<file path="config.mk">
export PLATFORM = sky130hd
export DESIGN_NAME = hrs_stack
export DESIGN_NICKNAME = d
export VERILOG_FILES = /design/src/hrs_mem.sv /design/src/hrs_stack.sv
export SDC_FILE = /design/constraint.sdc
export NUM_CORES = 1
export LEC_CHECK = 0
export ABC_CLOCK_PERIOD_IN_PS = 3000
export BUFFER_PORTS_ARGS = -buffer_cell sky130_fd_sc_hd__buf_2
export CORE_UTILIZATION = 40
export CTS_CLUSTER_SIZE = 40
export DETAILED_ROUTE_END_ITERATION = 10
export GPL_TIMING_DRIVEN = 0
export PLACE_DENSITY = 0.67
export SYNTH_ARGS = -nofsm -noshare
export SYNTH_HDL_FRONTEND = slang
export SYNTH_SLANG_ARGS = --single-unit
export TNS_END_PERCENT = 1
</file>
<file path="constraint.sdc">
create_clock -name CORE_CLK -period 3 [get_ports CORE_CLK]
set_clock_uncertainty 0.15 [all_clocks]
set_input_delay 0.45 -clock CORE_CLK [delete_from_list [all_inputs] [get_ports CORE_CLK]]
set_output_delay 0.45 -clock CORE_CLK [all_outputs]
set_load 0.005 [all_outputs]
</file>
<file path="src/hrs_mem.sv">
`timescale 1ns/10ps
`default_nettype none

package hrs_pkg;
   // Stack geometry.
   localparam int DEPTH = 16;
   localparam int PC_WIDTH = 15;
   localparam int INDEX_WIDTH = 4;
   localparam int PTR_WIDTH = 5;
   // Register port geometry.
   localparam int ADDR_WIDTH = 3;
   localparam int DATA_WIDTH = 8;
   // Register offsets.
   localparam logic [2:0] OFS_POINTER = 3'h0;
   localparam logic [2:0] OFS_TOS_LOW = 3'h1;
   localparam logic [2:0] OFS_TOS_HIGH = 3'h2;
   localparam logic [2:0] OFS_CONTROL = 3'h3;
   localparam logic [2:0] OFS_STATUS = 3'h4;
   localparam logic [2:0] OFS_MASK = 3'h5;
   // Field positions.
   localparam int BIT_FAULT_RESET_EN = 0;
   localparam int BIT_OVERFLOW = 0;
   localparam int BIT_UNDERFLOW = 1;
   localparam int TOS_HIGH_WIDTH = 7;
   // Reset values and pointer landmarks.
   localparam logic [4:0] PTR_EMPTY = 5'h1F;
   localparam logic [4:0] PTR_FULL = 5'h0F;
   localparam logic [1:0] STATUS_RESET = 2'h0;
   localparam logic [1:0] MASK_RESET = 2'h0;
   localparam logic CONTROL_RESET = 1'b1;
endpackage : hrs_pkg

// Return-address storage with registered, write-first read data.
module hrs_mem #(
   parameter int WIDTH = 15,
   parameter int DEPTH = 16,
   parameter int AW = 4
) (
   // Clock.
   input wire logic clk,
   // Write port.
   input wire logic wr_en,
   input wire logic [AW-1:0] wr_addr,
   input wire logic [WIDTH-1:0] wr_data,
   // Read port.
   input wire logic [AW-1:0] rd_addr,
   output logic [WIDTH-1:0] rd_data
);
   logic [WIDTH-1:0] store [DEPTH];

   always_ff @(posedge clk) begin
      if (wr_en) begin
         store[wr_addr] <= wr_data;
      end
   end

   // The bypass keeps the top-of-stack view current in the same cycle
   // that an entry is written at the selected index.
   always_ff @(posedge clk) begin
      if (wr_en && (wr_addr == rd_addr)) begin
         rd_data <= wr_data;
      end else begin
         rd_data <= store[rd_addr];
      end
   end
endmodule : hrs_mem

`default_nettype wire

</file>
<file path="src/hrs_stack.sv">
// Summary of operation
// - Sixteen entries of fifteen bits each.
// - Storage private, outside program and data space.
// - Push on call, indirect call, interrupt.
// - Pop on return, literal return, interrupt return.
// - Push and pop leave high latch alone.
// - Reset enable zero makes stack circular.
// - Seventeenth push overwrites first entry.
// - Overflow and underflow flags always set.
// - Top-of-stack pair readable and writable.
// - Pointer write moves the top-of-stack pair.
// - Pointer is five bits for fault detection.
// - Increment then write; read then decrement.
// - Pointer shows most recently used entry.
//
// The register addresses and strobed register access were chosen for this implementation.
`timescale 1ns/10ps
`default_nettype none

module hrs_stack (
   // Clock and reset.
   input wire logic CORE_CLK,
   input wire logic RST,
   // Core sequencer requests.
   input wire logic PUSH,
   input wire logic [hrs_pkg::PC_WIDTH-1:0] PUSH_PC,
   input wire logic POP,
   // Core sequencer answers.
   output logic [hrs_pkg::PC_WIDTH-1:0] RETURN_PC,
   output logic RETURN_VALID,
   output logic DEVICE_RESET,
   // Register port.
   input wire logic [hrs_pkg::ADDR_WIDTH-1:0] ADDR,
   input wire logic [hrs_pkg::DATA_WIDTH-1:0] WR_DATA,
   input wire logic WR,
   input wire logic RD,
   output logic [hrs_pkg::DATA_WIDTH-1:0] RD_DATA,
   // Interrupt.
   output logic IRQ
);
   import hrs_pkg::*;

   logic [PTR_WIDTH-1:0] stack_pointer;
   logic [PTR_WIDTH-1:0] next_stack_pointer;
   logic stack_fault_reset_enable;
   logic [1:0] status;
   logic [1:0] next_status;
   logic [1:0] mask;
   logic [PC_WIDTH-1:0] tos;
   logic [DATA_WIDTH-1:0] next_rd_data;

   // Register decode.
   wire wr_pointer = WR && (ADDR == OFS_POINTER);
   wire wr_tos_low = WR && (ADDR == OFS_TOS_LOW);
   wire wr_tos_high = WR && (ADDR == OFS_TOS_HIGH);
   wire wr_control = WR && (ADDR == OFS_CONTROL);
   wire wr_status = WR && (ADDR == OFS_STATUS);
   wire wr_mask = WR && (ADDR == OFS_MASK);

   // Core operations. A push beats a pop in the same cycle; software
   // pointer and top-of-stack writes yield to either, so a program that
   // moves the pointer with interrupts live may see its write lost.
   wire do_push = PUSH;
   wire do_pop = POP && !PUSH;
   wire core_busy = PUSH || POP;

   // The extra pointer bit lets a full stack and an empty one differ.
   wire overflow = do_push && (stack_pointer == PTR_FULL);
   wire underflow = do_pop && (stack_pointer == PTR_EMPTY);

   wire [PTR_WIDTH-1:0] ptr_inc = stack_pointer + 5'h01;
   wire [PTR_WIDTH-1:0] ptr_dec = stack_pointer - 5'h01;

   // Pointer first moves on a push, then the entry is written there.
   assign next_stack_pointer = do_push ? ptr_inc :
      do_pop ? ptr_dec :
      (wr_pointer ? WR_DATA[PTR_WIDTH-1:0] : stack_pointer);

   // Only the low four pointer bits index storage, so in circular mode
   // the seventeenth push lands on the entry of the first.
   wire [INDEX_WIDTH-1:0] wr_index = do_push ?
      ptr_inc[INDEX_WIDTH-1:0] : stack_pointer[INDEX_WIDTH-1:0];
   wire tos_sw_write = (wr_tos_low || wr_tos_high) && !core_busy;
   wire mem_wr = do_push || tos_sw_write;
   wire [PC_WIDTH-1:0] tos_merged = wr_tos_low ?
      {tos[PC_WIDTH-1:DATA_WIDTH], WR_DATA} :
      {WR_DATA[TOS_HIGH_WIDTH-1:0], tos[DATA_WIDTH-1:0]};
   wire [PC_WIDTH-1:0] mem_wdata = do_push ? PUSH_PC : tos_merged;

   // Storage has no address in program or data space; only the
   // top-of-stack pair reaches it.
   hrs_mem #(
      .WIDTH(PC_WIDTH),
      .DEPTH(DEPTH),
      .AW(INDEX_WIDTH)
   ) u_mem (
      .clk(CORE_CLK),
      .wr_en(mem_wr),
      .wr_addr(wr_index),
      .wr_data(mem_wdata),
      .rd_addr(next_stack_pointer[INDEX_WIDTH-1:0]),
      .rd_data(tos)
   );

   // Flags are raised whatever the reset enable says; a new event wins
   // over a write-one-to-clear in the same cycle.
   wire [1:0] status_set = {underflow, overflow};
   wire [1:0] status_clr = wr_status ? WR_DATA[1:0] : 2'h0;
   assign next_status = (status & ~status_clr) | status_set;

   // Read multiplexer; unmapped offsets read as zero.
   always_comb begin
      next_rd_data = 8'h00;
      if (RD) begin
         unique case (ADDR)
            OFS_POINTER: next_rd_data = {3'h0, stack_pointer};
            OFS_TOS_LOW: next_rd_data = tos[DATA_WIDTH-1:0];
            OFS_TOS_HIGH: next_rd_data = {1'b0, tos[PC_WIDTH-1:8]};
            OFS_CONTROL: next_rd_data = {7'h00, stack_fault_reset_enable};
            OFS_STATUS: next_rd_data = {6'h00, status};
            OFS_MASK: next_rd_data = {6'h00, mask};
            default: next_rd_data = 8'h00;
         endcase
      end
   end

   always_ff @(posedge CORE_CLK or posedge RST) begin
      if (RST) begin
         stack_pointer <= PTR_EMPTY;
         status <= STATUS_RESET;
         mask <= MASK_RESET;
         stack_fault_reset_enable <= CONTROL_RESET;
      end else begin
         stack_pointer <= next_stack_pointer;
         status <= next_status;
         if (wr_mask) begin
            mask <= WR_DATA[1:0];
         end
         if (wr_control) begin
            stack_fault_reset_enable <= WR_DATA[BIT_FAULT_RESET_EN];
         end
      end
   end

   // The return value is taken from the top of stack before the
   // pointer drops. This block has no tie to the high latch, so push
   // and pop cannot disturb it.
   always_ff @(posedge CORE_CLK or posedge RST) begin
      if (RST) begin
         RETURN_PC <= 15'h0000;
         RETURN_VALID <= 1'b0;
      end else begin
         RETURN_VALID <= do_pop;
         if (do_pop) begin
            RETURN_PC <= tos;
         end
      end
   end

   // With the reset enable clear the stack simply wraps; with it set a
   // fault asks for a one-cycle device reset.
   always_ff @(posedge CORE_CLK or posedge RST) begin
      if (RST) begin
         DEVICE_RESET <= 1'b0;
      end else begin
         DEVICE_RESET <= stack_fault_reset_enable &&
            (overflow || underflow);
      end
   end

   always_ff @(posedge CORE_CLK or posedge RST) begin
      if (RST) begin
         RD_DATA <= 8'h00;
         IRQ <= 1'b0;
      end else begin
         RD_DATA <= next_rd_data;
         IRQ <= |(next_status & mask);
      end
   end
endmodule : hrs_stack

`default_nettype wire

</file>
## Word-level counts from Yosys, hierarchy flattened

Memories as Yosys holds them, arrays and structs flattened. A register that Yosys moved wholly into a read port is not among the register bits.
Cells that the tools add are included.

| word-level totals | value |
|---|---|
| flip-flop bits (word level) | 36 |
| RAM bits | 240 |
| input bits | 32 |
| output and inout port bits | 26 |
| word-level logic and storage cells | 55 |
| memories | 1 |

| cells by class | value |
|---|---|
| $add $sub $neg | 2 |
| equal/unequal tests | 7 |
| muxes and demuxes | 11 |
| bitwise logic cells | 4 |
| reductions and logical operators | 20 |

Memories:

| memory | words | width | rd ports | clocked after Yosys merged registers in | wr ports | RTL line | text |
|---|---|---|---|---|---|---|---|
| u_mem.store | 16 | 15 | 1 | 1 | 1 | hrs_mem.sv:49 | `logic [WIDTH-1:0] store [DEPTH];` |

Operators with widths:

| cell | count |
|---|---|
| 8-bit case mux with 6 select lines | 1 |
| 15-bit 2-to-1 mux | 2 |
| 5-bit 2-to-1 mux | 3 |
| 1-bit logical AND | 11 |
| 8-bit 2-to-1 mux | 1 |
| 3-bit by 2-bit == test with 1-bit output (second input constant) | 2 |
| 3-bit == test (second input constant) | 2 |
| 5-bit by 1-bit adder with 5-bit output (second input constant) | 1 |
| 5-bit by 4-bit == test with 1-bit output (second input constant) | 1 |
| 5-bit == test (second input constant) | 1 |
| 5-bit by 1-bit subtractor with 5-bit output (second input constant) | 1 |
| 2-bit bitwise AND | 2 |
| 1-bit logical OR | 4 |
| 4-bit 2-to-1 mux | 1 |
| 3-bit by 1-bit == test with 1-bit output (second input constant) | 1 |
| 3-bit zero test | 1 |
| 3-bit nonzero test | 1 |
| 1-bit zero test | 2 |
| 1-bit 2-to-1 mux | 2 |
| 2-bit 2-to-1 mux | 1 |
| 2-bit inverter | 1 |
| 2-bit OR | 1 |
| 2-bit OR reduction | 1 |

## Depth between registers and ports, before layout

Gate-level depths: netlist of the first run.

| logic depth | value |
|---|---|
| depth after elaboration | 8 |
| gate-level depth with buffers | 8 |
| depth with buffers taken out | 6 |

## Modules after synthesis

Synthesis of the first run repeated with hierarchy kept, for this count alone.

| unflattened totals | value |
|---|---|
| cells, all modules | 645 |
| area, all modules | 11,431.0 sq um |

By module, submodules not included:

| module | times used | cells each | area an instance (sq um) | seq. area each (sq um) |
|---|---|---|---|---|
| hrs_mem | 1 | 395 | 9,226.3 | 7,287.0 |
| hrs_stack | 1 | 250 | 2,204.6 | 908.4 |

## Worst setup path after synthesis of the first run

OpenSTA, ideal clock, no wires.

| path | value |
|---|---|
| path kind | register to register |
| start | register stack_pointer[0] |
| end | memory u_mem.store[1][0], enable pin |
| setup time | 0.386 ns |
| arrival time | 2.274 ns |
| data required time | 2.464 ns |
| setup slack | 0.189 ns |
| stages on the path, launching flop included | 7 |
| buffers on the path | 1 |
| clock period less this slack | 2.811 ns |
| cells stage by stage | dfstp_2 > clkbuf_1 > inv_1 > ha_1 > nor3_1 > o21ai_0 > nor2_1 |

| on the way | value |
|---|---|
| cells in the longest elaborated chain, start to end | 2 |

Ends and longest elaborated chain:

| item | RTL line | text |
|---|---|---|
| start: declaration | hrs_stack.sv:43 | `logic [PTR_WIDTH-1:0] stack_pointer;` |
| start signal: assignment | hrs_stack.sv:134 | `stack_pointer <= next_stack_pointer;` |
| 5-bit by 1-bit adder with 5-bit output | hrs_stack.sv:71 | `wire [PTR_WIDTH-1:0] ptr_inc = stack_pointer + 5'h01;` |
| 4-bit 2-to-1 mux (*) | hrs_stack.sv:81 | `wire [INDEX_WIDTH-1:0] wr_index = do_push ?` |
| end: declaration | hrs_mem.sv:49 |  |

Every way passes the cells marked *; elsewhere a longest branch is shown, timed or not.

## Worst setup path in the final report of the first run

| path | value |
|---|---|
| start | register stack_pointer[1] |
| end | memory u_mem.store[6][7], enable pin |

The elaborated chain is that of the path after synthesis.

==> results of run 1 <==
==> worst max path at each step <==
stage | from | to | slack (ps)
finish | stack_pointer[1] | u_mem.store[6][7] | -50
global route | stack_pointer[1] | u_mem.store[2][2] | -210
CTS | flop | u_mem.store[4][1] | -280
detailed placement | ADDR[0] | u_mem.store[14][14] | -770
global placement | stack_pointer[0] | u_mem.store[14][1] | -1000
floorplan | stack_pointer[0] | u_mem.store[1][0] | 190
==> critical path, delay by kind of cell, from the launching register on <==
kind / cells / cell delay (ps)
compound gates: 1 / 100
fa+ha+maj: 1 / 440
buf+inv: 3 / 710
flops: 1 / 530
simple gates: 3 / 820
==> area by class of cell <==
type	count	area, sq um	area share
diodes	1	2.50	0.000181
plain buffers	38	203	0.0146
clock buffers	33	719	0.0519
clock inverters	19	216	0.0156
inverters	11	41.3	0.00298
multi-input cells	320	3370	0.243
flip-flops and latches	280	8200	0.591
well taps	378	473	0.0341
repair buffers	74	641	0.0462
==> placed cells by master (no fill, tap or decap), types with 4 or more instances in the layout <==
cell type	count
a22o_1	9
nor2b_1	7
clkinv_1	10
mux4_1	10
inv_1	7
mux4_2	61
a32o_1	5
ha_1	4
dfstp_2	6
a22oi_1	9
mux2_2	6
bufinv_16	4
o21ai_1	10
a32oi_1	4
dfxtp_1	4
buf_8	9
edfxtp_1	240
clkinv_2	4
dfrtp_1	30
buf_2	64
clkbuf_16	28
a2bb2oi_2	9
nand3_1	9
and3_1	4
buf_6	4
a2bb2oi_4	4
clkbuf_1	23
and2_1	4
a21oi_1	17
nand2_1	65
a31oi_1	7
nor3_1	4
buf_16	8
nor2_4	13
nor2_1	13
==> sequential cells by signal, indices dropped and copies added (netlist names), named ones only <==
name and cells:
DEVICE_RESET 1, IRQ 1, RD_DATA 8, RETURN_PC 15
RETURN_VALID 1, mask 2, stack_fault_reset_enable 1, stack_pointer 5
status 2, u_mem.store 240
==> layer usage <==
layer | part of all wire | up-vias | track usage
met4 | 0.033 | 0 | 0.0662
met1 | 0.42 | 3471 | 0.279
li1 | - | 2828 | -
met2 | 0.46 | 306 | 0.313
met3 | 0.088 | 69 | 0.0483
met5 | 0 | - | 0
==> metrics by stage <==
stage / worst slack, ps / power [mW] / util / setup TNS, ps
2_1_floorplan: 189 / 7.41 / - / 0
3_3_place_gp: -996 / 8.54 / 0.438 / -311960
3_5_place_dp: -770 / 8.78 / 0.452 / -137350
4_1_cts: -284 / 12.3 / 0.489 / -7120
5_1_grt: -209 / 12.9 / 0.493 / -11280
6_report: -50.3 / 12.4 / 0.494 / -894
==> cell families after synthesis <==
family          count (synthesis)
mux                            80
flops                         280
simple gates                  137
compound gates                 97
fa+ha+maj                       4
buf+inv                        49
xor+xnor                        2
==> report_power, final <==
group | internal (mW) | switching (mW) | leakage (nW)
Clock | 2.06 | 1.47 | 0.451
Sequential | 5.00 | 0.177 | 2.64
Combinational | 1.46 | 2.21 | 1.66
Total | 8.52 | 3.85 | 4.75
==> repair_timing <==
item / 4_1_cts / 5_1_grt
resized for setup: 21 / 20
endpoints found under the hold margin: 0 / 30
pin swaps: 0 / 1
hold buffers: 0 / 1
buffers inserted: 0 / 2
endpoints found under the setup margin: 432 / 327
==> results_tabular.tex, run 1 <==
\begin{tabular}{lr}
\hline
Metric & Value \\
\hline
\multicolumn{2}{l}{\textbf{Min path}} \\
Cell depth of the worst hold path & 2 \\
Hold path startpoint & RD \\
Kind of path behind the tightest hold check & in2reg \\
Endpoint of the worst hold-timing path & RD\_DATA[0] \\
\multicolumn{2}{l}{\textbf{Clocking}} \\
Clock buffer count from CTS & 28 \\
CTS tree & done \\
Root buffer cell & clkbuf\_16 \\
Clock net sink count & 280 \\
Maximum number of buffers from clock root to sink & 3 \\
H-Tree Depth & 1 \\
Clock insertion delay at the later pin of the skew report & roughly 560 ps \\
Clk slew on worst S/H paths & 60 ps \\
\multicolumn{2}{l}{\textbf{Floorplan}} \\
Die W & between 150 and 200 um \\
I/O Pins & 58 \\
Total core area & 28100 sq um \\
Die Outline Area & 29600 sq um \\
Die boundary height & 172 um \\
Placement Rows & a little over 60 \\
Initial Utilization & 0.411 \\
\multicolumn{2}{l}{\textbf{Drt}} \\
Post-DRT Antenna Nets & 0 \\
Total routed wirelength & 28700 um \\
Vias after detailed routing & roughly 6700 \\
Average wire per standard cell & 24.9 um \\
Total DRC errors in the routed layout & 0 \\
Number of optimization iterations in the first detailed-route pass & 5 \\
Iteration-0 DRC count of the detailed router & 740 \\
Via-to-Cell Ratio & 5.78 \\
\multicolumn{2}{l}{\textbf{Layout}} \\
Area growth from synthesis to layout & 20.0\% \\
Share of final-layout standard cells stronger than drive strength 1 & 0.312 \\
Final Cell Area & 13900 sq um \\
Net count reported at finish & 789 \\
Number of standard cells in the layout, taps in and fillers out & 1154 \\
Filler cell count & 2325 \\
\multicolumn{2}{l}{\textbf{Logic synthesis}} \\
Simple-Gate Fraction of Synth Area & 0.0533 \\
Top cells by instance count after synthesis & edfxtp\_1, nand2\_1, mux4\_2, dfrtp\_1, nor2\_1 \\
Share of Yosys cell area claimed by the top area cell type & 0.624 \\
Number of different library cells in the post-synthesis netlist & 57 \\
Most frequently used flop master after synthesis & edfxtp\_1 \\
Sequential fraction of the synthesis area & 0.709 \\
Fraction of the mapped netlist area in compound gates & 0.0607 \\
Net Count, Synth & just under 700 \\
Post-synth top area cell & edfxtp\_1 \\
Post-synth ARST share & 0.129 \\
Mean cell area of the mapped netlist & roughly 18 sq um \\
Share of the synthesized netlist area taken by xor and xnor gates & 0.00152 \\
Number of register bits inferred by synthesis & 280 \\
Leading cell type by number of instances after synthesis & edfxtp\_1 \\
Gate count after technology mapping & 649 \\
Synthesis Warnings & 0 \\
Number of synthesized flops with an enable pin & 240 \\
Netlist area before placement & between 10000 and 15000 sq um \\
Fraction of synthesized area in multiplexers & 0.150 \\
Adder and majority gate portion of the synthesized area & 0.00433 \\
Main combinational cell family by area after synthesis & multiplexers \\
Synth area leaders & edfxtp\_1, mux4\_2, dfrtp\_1 \\
\multicolumn{2}{l}{\textbf{GRT}} \\
Via count of the first global-routing pass & 6675 \\
Maximum number of pins on one net before global-route repair & 37 \\
Global Route Usage Sum & 0.201 \\
Number of antenna violations at the first check in global routing & 0 \\
Residual overflow from global routing & 0 \\
Wire length of the first global-routing pass & 42600 um \\
\multicolumn{2}{l}{\textbf{Timing}} \\
Highest Clock Rate & 328 MHz \\
Setup Viol. Count Final & 38 \\
Max-slew headroom at the worst pin & 0.179 \\
Period utilisation layout & 1.02 \\
Final Hold Vio Count & 0 \\
RSZ-0062 raised after global routing & yes \\
Post-layout worst setup margin & -50.3 ps \\
Min Clock Period, post-route & approximately 3000 ps \\
Slew Viols, Final & 0 \\
Worst hold slack & 69.7 ps \\
Measured slew at the worst slew-check pin & approximately 1200 ps \\
\multicolumn{2}{l}{\textbf{Setup path}} \\
Nature of the critical path endpoint & flop \\
Delay contributed by the slowest stage of the critical path & roughly 530 ps \\
Launching element type of the critical path & flop \\
Launch point of the worst reg-to-reg path & stack\_pointer[1] \\
Arrival @ worst endpoint & 3160 ps \\
CP cell instances & clkbuf\_1 > inv\_1 > ha\_1 > nand3\_1 > o31ai\_1 > nand2\_1 > nor2\_2 > buf\_8 \\
Worst Path Class, Setup & reg2reg \\
Worst path required time & 3110 ps \\
Flop-to-flop setup slack & -50 ps \\
Critical-path maximum fanout & 11 \\
Reg2Reg Capture Point & u\_mem.store[6][7] \\
CP max stage cell & dfstp\_2 \\
Number of cells on the worst reg-to-reg path & 8 \\
\multicolumn{2}{l}{\textbf{Status}} \\
Status & finished with violations \\
Violated checks & setup timing \\
\multicolumn{2}{l}{\textbf{Job}} \\
Maximum Capacitance Violations & 0 \\
\multicolumn{2}{l}{\textbf{Place}} \\
Placed cell areas & approximately 13000 sq um \\
Placed instance count & 1098 \\
Global placement routability congestion & 0.870 \\
DP Wirelength & 19300 um \\
Count of input and output buffers & 55 \\
\multicolumn{2}{l}{\textbf{Power and ir drop}} \\
Cell area power density & a little under 900 nW/um\^{}2 \\
Leakage power & 4.75 nW \\
Highest ir drop seen on vdd & 0.463 mV \\
\hline
\end{tabular}
(Power assumes the default switching activity.)
==> run 2: changes to the inputs <==
REMOVE_ABC_BUFFERS = 1   (was unset)
==> run 2 against run 1 <==
The run still ends with setup timing left. First-iteration DRC count down 1.1%. Worst setup slack improved by 38 ps. Core utilization down 1.3 points. Register-to-register slack better by 90 ps. Die area is the same. Sequential power is 4.2% higher. Critical path type is now in2reg. Largest cell class unchanged.
==> results_tabular.tex, run 2 (synthesized netlist as in run 1, its figures left out) <==
\begin{tabular}{lr}
\hline
Metric & Value \\
\hline
\multicolumn{2}{l}{\textbf{Layout}} \\
Largest registers & u\_mem.store (240), RETURN\_PC (15), RD\_DATA (8) (unchanged) \\
Layout Utilization & 0.481 (was 0.494) \\
Net count reported at finish & 756 (was 789) \\
Area growth from synthesis to layout & 16.9\% (was 20.0\%) \\
Most frequent standard cell in the layout excluding fill and tap cells & edfxtp\_1 (unchanged) \\
Top library cells by usage in the layout, fill and taps aside & edfxtp\_1, nand2\_1, mux4\_2, buf\_2, dfrtp\_1 (was edfxtp\_1, nand2\_1, buf\_2, mux4\_2, dfrtp\_1) \\
Share of final-layout standard cells stronger than drive strength 1 & 0.306 (was 0.312) \\
Number of flip-flops under the largest register name & 240 (unchanged) \\
\# diodes & 0 (was 1) \\
Final Cell Area & 13500 sq um (was 13900 sq um) \\
Number of standard cells in the layout, taps in and fillers out & 1117 (was 1154) \\
Register with the most flip-flops & u\_mem.store (unchanged) \\
\multicolumn{2}{l}{\textbf{Setup path}} \\
CP cell instances & buf\_2 > clkinv\_4 > nor3\_1 > o21ai\_0 > nor2\_2 > buf\_6 (was clkbuf\_1 > inv\_1 > ha\_1 > nand3\_1 > o31ai\_1 > nand2\_1 > nor2\_2 > buf\_8) \\
Delay contributed by the slowest stage of the critical path & 700 ps (was 530 ps) \\
Arrival @ worst endpoint & 3120 ps (was 3160 ps) \\
Worst path required time & 3100 ps (was 3110 ps) \\
Worst Path Class, Setup & in2reg (was reg2reg) \\
Critical-path maximum fanout & 40 (was 11) \\
Nature of the critical path endpoint & flop (unchanged) \\
CP max stage cell & buf\_2 (was dfstp\_2) \\
Launching element type of the critical path & input pin (was flop) \\
\multicolumn{2}{l}{\textbf{Min path}} \\
Kind of path behind the tightest hold check & in2reg (unchanged) \\
\multicolumn{2}{l}{\textbf{Place}} \\
Global placement routability congestion & 0.828 (was 0.870) \\
Worst Setup Slack post-DPL & -1090 ps (was -770 ps) \\
Placed instance count & 1067 (was 1098) \\
Placed cell areas & 12600 sq um (was 12700 sq um) \\
Count of input and output buffers & 57 (was 55) \\
DP Wirelength & 17700 um (was 19300 um) \\
\multicolumn{2}{l}{\textbf{Clocking}} \\
Clk slew on worst S/H paths & 60 ps (about the same) \\
Root buffer cell & clkbuf\_16 (unchanged) \\
H-Tree Depth & 1 (unchanged) \\
Clock net sink count & 280 (unchanged) \\
Clock insertion delay at the later pin of the skew report & 560 ps (about the same) \\
Clock buffer count from CTS & 28 (unchanged) \\
Maximum number of buffers from clock root to sink & 3 (unchanged) \\
Postcts setup bufs & 0 (unchanged) \\
CTS tree & done (unchanged) \\
\multicolumn{2}{l}{\textbf{GRT}} \\
Global Route Usage Sum & 0.192 (was 0.201) \\
Met2 capacity usage during global routing & 0.298 (was 0.313) \\
Maximum number of pins on one net before global-route repair & 43 (was 37) \\
Wire length of the first global-routing pass & 40700 um (was 42600 um) \\
Number of antenna violations at the first check in global routing & 0 (unchanged) \\
Via count of the first global-routing pass & 6468 (was 6675) \\
Residual overflow from global routing & 0 (unchanged) \\
Global routing met1 resource utilization & 0.272 (was 0.279) \\
Met3 layer usage reported by global route & 0.0389 (was 0.0483) \\
Layer with the highest usage & met2 (unchanged) \\
\multicolumn{2}{l}{\textbf{Floorplan}} \\
I/O Pins & 58 (unchanged) \\
Initial Utilization & 0.411 (unchanged) \\
Placement Rows & 61 (unchanged) \\
Die boundary height & 172 um (unchanged) \\
Total core area & 28100 sq um (unchanged) \\
Die W & 172 um (unchanged) \\
Die Outline Area & 29600 sq um (unchanged) \\
\multicolumn{2}{l}{\textbf{Power and ir drop}} \\
Post-layout power & 11.9 mW (was 12.4 mW) \\
Leakage power & 4.62 nW (was 4.75 nW) \\
Cell area power density & 879 nW/um\^{}2 (was 893 nW/um\^{}2) \\
Highest ir drop seen on vdd & 0.494 mV (was 0.463 mV) \\
\multicolumn{2}{l}{\textbf{Timing}} \\
Setup TNS & -44.8 ps (was -894 ps) \\
Setup Viol. Count Final & 4 (was 38) \\
Max-slew headroom at the worst pin & 0.323 (was 0.179) \\
Highest Clock Rate & 332 MHz (was 328 MHz) \\
Measured slew at the worst slew-check pin & 1000 ps (was 1230 ps) \\
Period utilisation layout & 1.00 (was 1.02) \\
Worst hold slack & 64.0 ps (was 69.7 ps) \\
Final Hold Vio Count & 0 (unchanged) \\
Post-layout worst setup margin & -12.3 ps (was -50.3 ps) \\
RSZ-0062 raised after global routing & yes (unchanged) \\
Slew Viols, Final & 0 (unchanged) \\
Min Clock Period, post-route & 3010 ps (was 3050 ps) \\
\multicolumn{2}{l}{\textbf{Drt}} \\
Iteration-0 DRC count of the detailed router & 732 (was 740) \\
Total DRC errors in the routed layout & 0 (unchanged) \\
Total routed wirelength & 27400 um (was 28700 um) \\
Average wire per standard cell & 24.5 um (was 24.9 um) \\
Number of optimization iterations in the first detailed-route pass & 5 (unchanged) \\
Via-to-Cell Ratio & 5.81 (was 5.78) \\
Post-DRT Antenna Nets & 0 (unchanged) \\
Vias after detailed routing & 6487 (was 6674) \\
\multicolumn{2}{l}{\textbf{Status}} \\
Violated checks & setup timing (unchanged) \\
Status & finished with violations (unchanged) \\
\multicolumn{2}{l}{\textbf{Job}} \\
Maximum Capacitance Violations & 0 (unchanged) \\
\hline
\end{tabular}
==> run 2: changes by cell type in the layout (fill, tap and decap cells not counted), sizes merged <==
cell / change
diode: -1
buf: -12
bufinv: -3
clkbuf: -22
clkinv: +1
==> run 2: path summary, 6_finish.rpt <==
check / start / to / slack, ps / depth (start not counted)
max: PUSH / u_mem.store[9][12] / -10 / 6
min: RD / RD_DATA[0] / 60 / 2
max reg2reg: stack_pointer[0] / u_mem.store[9][12] / 40 / 6
min reg2reg: RETURN_PC[8] / RETURN_PC[8] / 320 / 2
max in group asynchronous: RST / stack_pointer[0] / 1690 / 4
min in group asynchronous: RST / RETURN_PC[13] / 390 / 3
==> run 2: where the power goes <==
part | internal, mW | switching, mW | total (mW)
clock | 1.79 | 1.40 | 3.19
sequential | 5.02 | 0.385 | 5.40
combinational | 1.39 | 1.89 | 3.28
total | 8.20 | 3.67 | 11.9
==> run 2: layout make-up <==
cell class                 instances  area, sq um
fill                            2395        14600
inverter                          11         47.5
clock buffer                      32          716
clock inverter                    17          125
multi-input combinational        320         3250
tap                              378          473
timing repair buffer              79          693
sequential                       280         8210
==> run 2: routing by layer <==
metal	vias to the layer above	part of all wire	routed length (um)
met2	307	0.46	12700
met1	3351	0.42	11600
met5	-	0	0
li1	2770	-	-
met4	0	0.026	716
met3	59	0.086	2370
==> run 2: worst max-delay path, delay by kind of cell <==
family,cells,cell delay (ps)
AOI/OAI and AO/OA,1,290
buffers and inverters,3,1420
and+or+nand+nor,2,900
==> run 2: timing repair <==
| item | in CTS | in global routing |
|---|---|---|
| endpoints found under the hold margin | 15 | 0 |
| setup endpoints to repair | 359 | 182 |
| pin swaps | 0 | 0 |
| hold buffers | 1 | 0 |
| gates resized for setup | 15 | 4 |
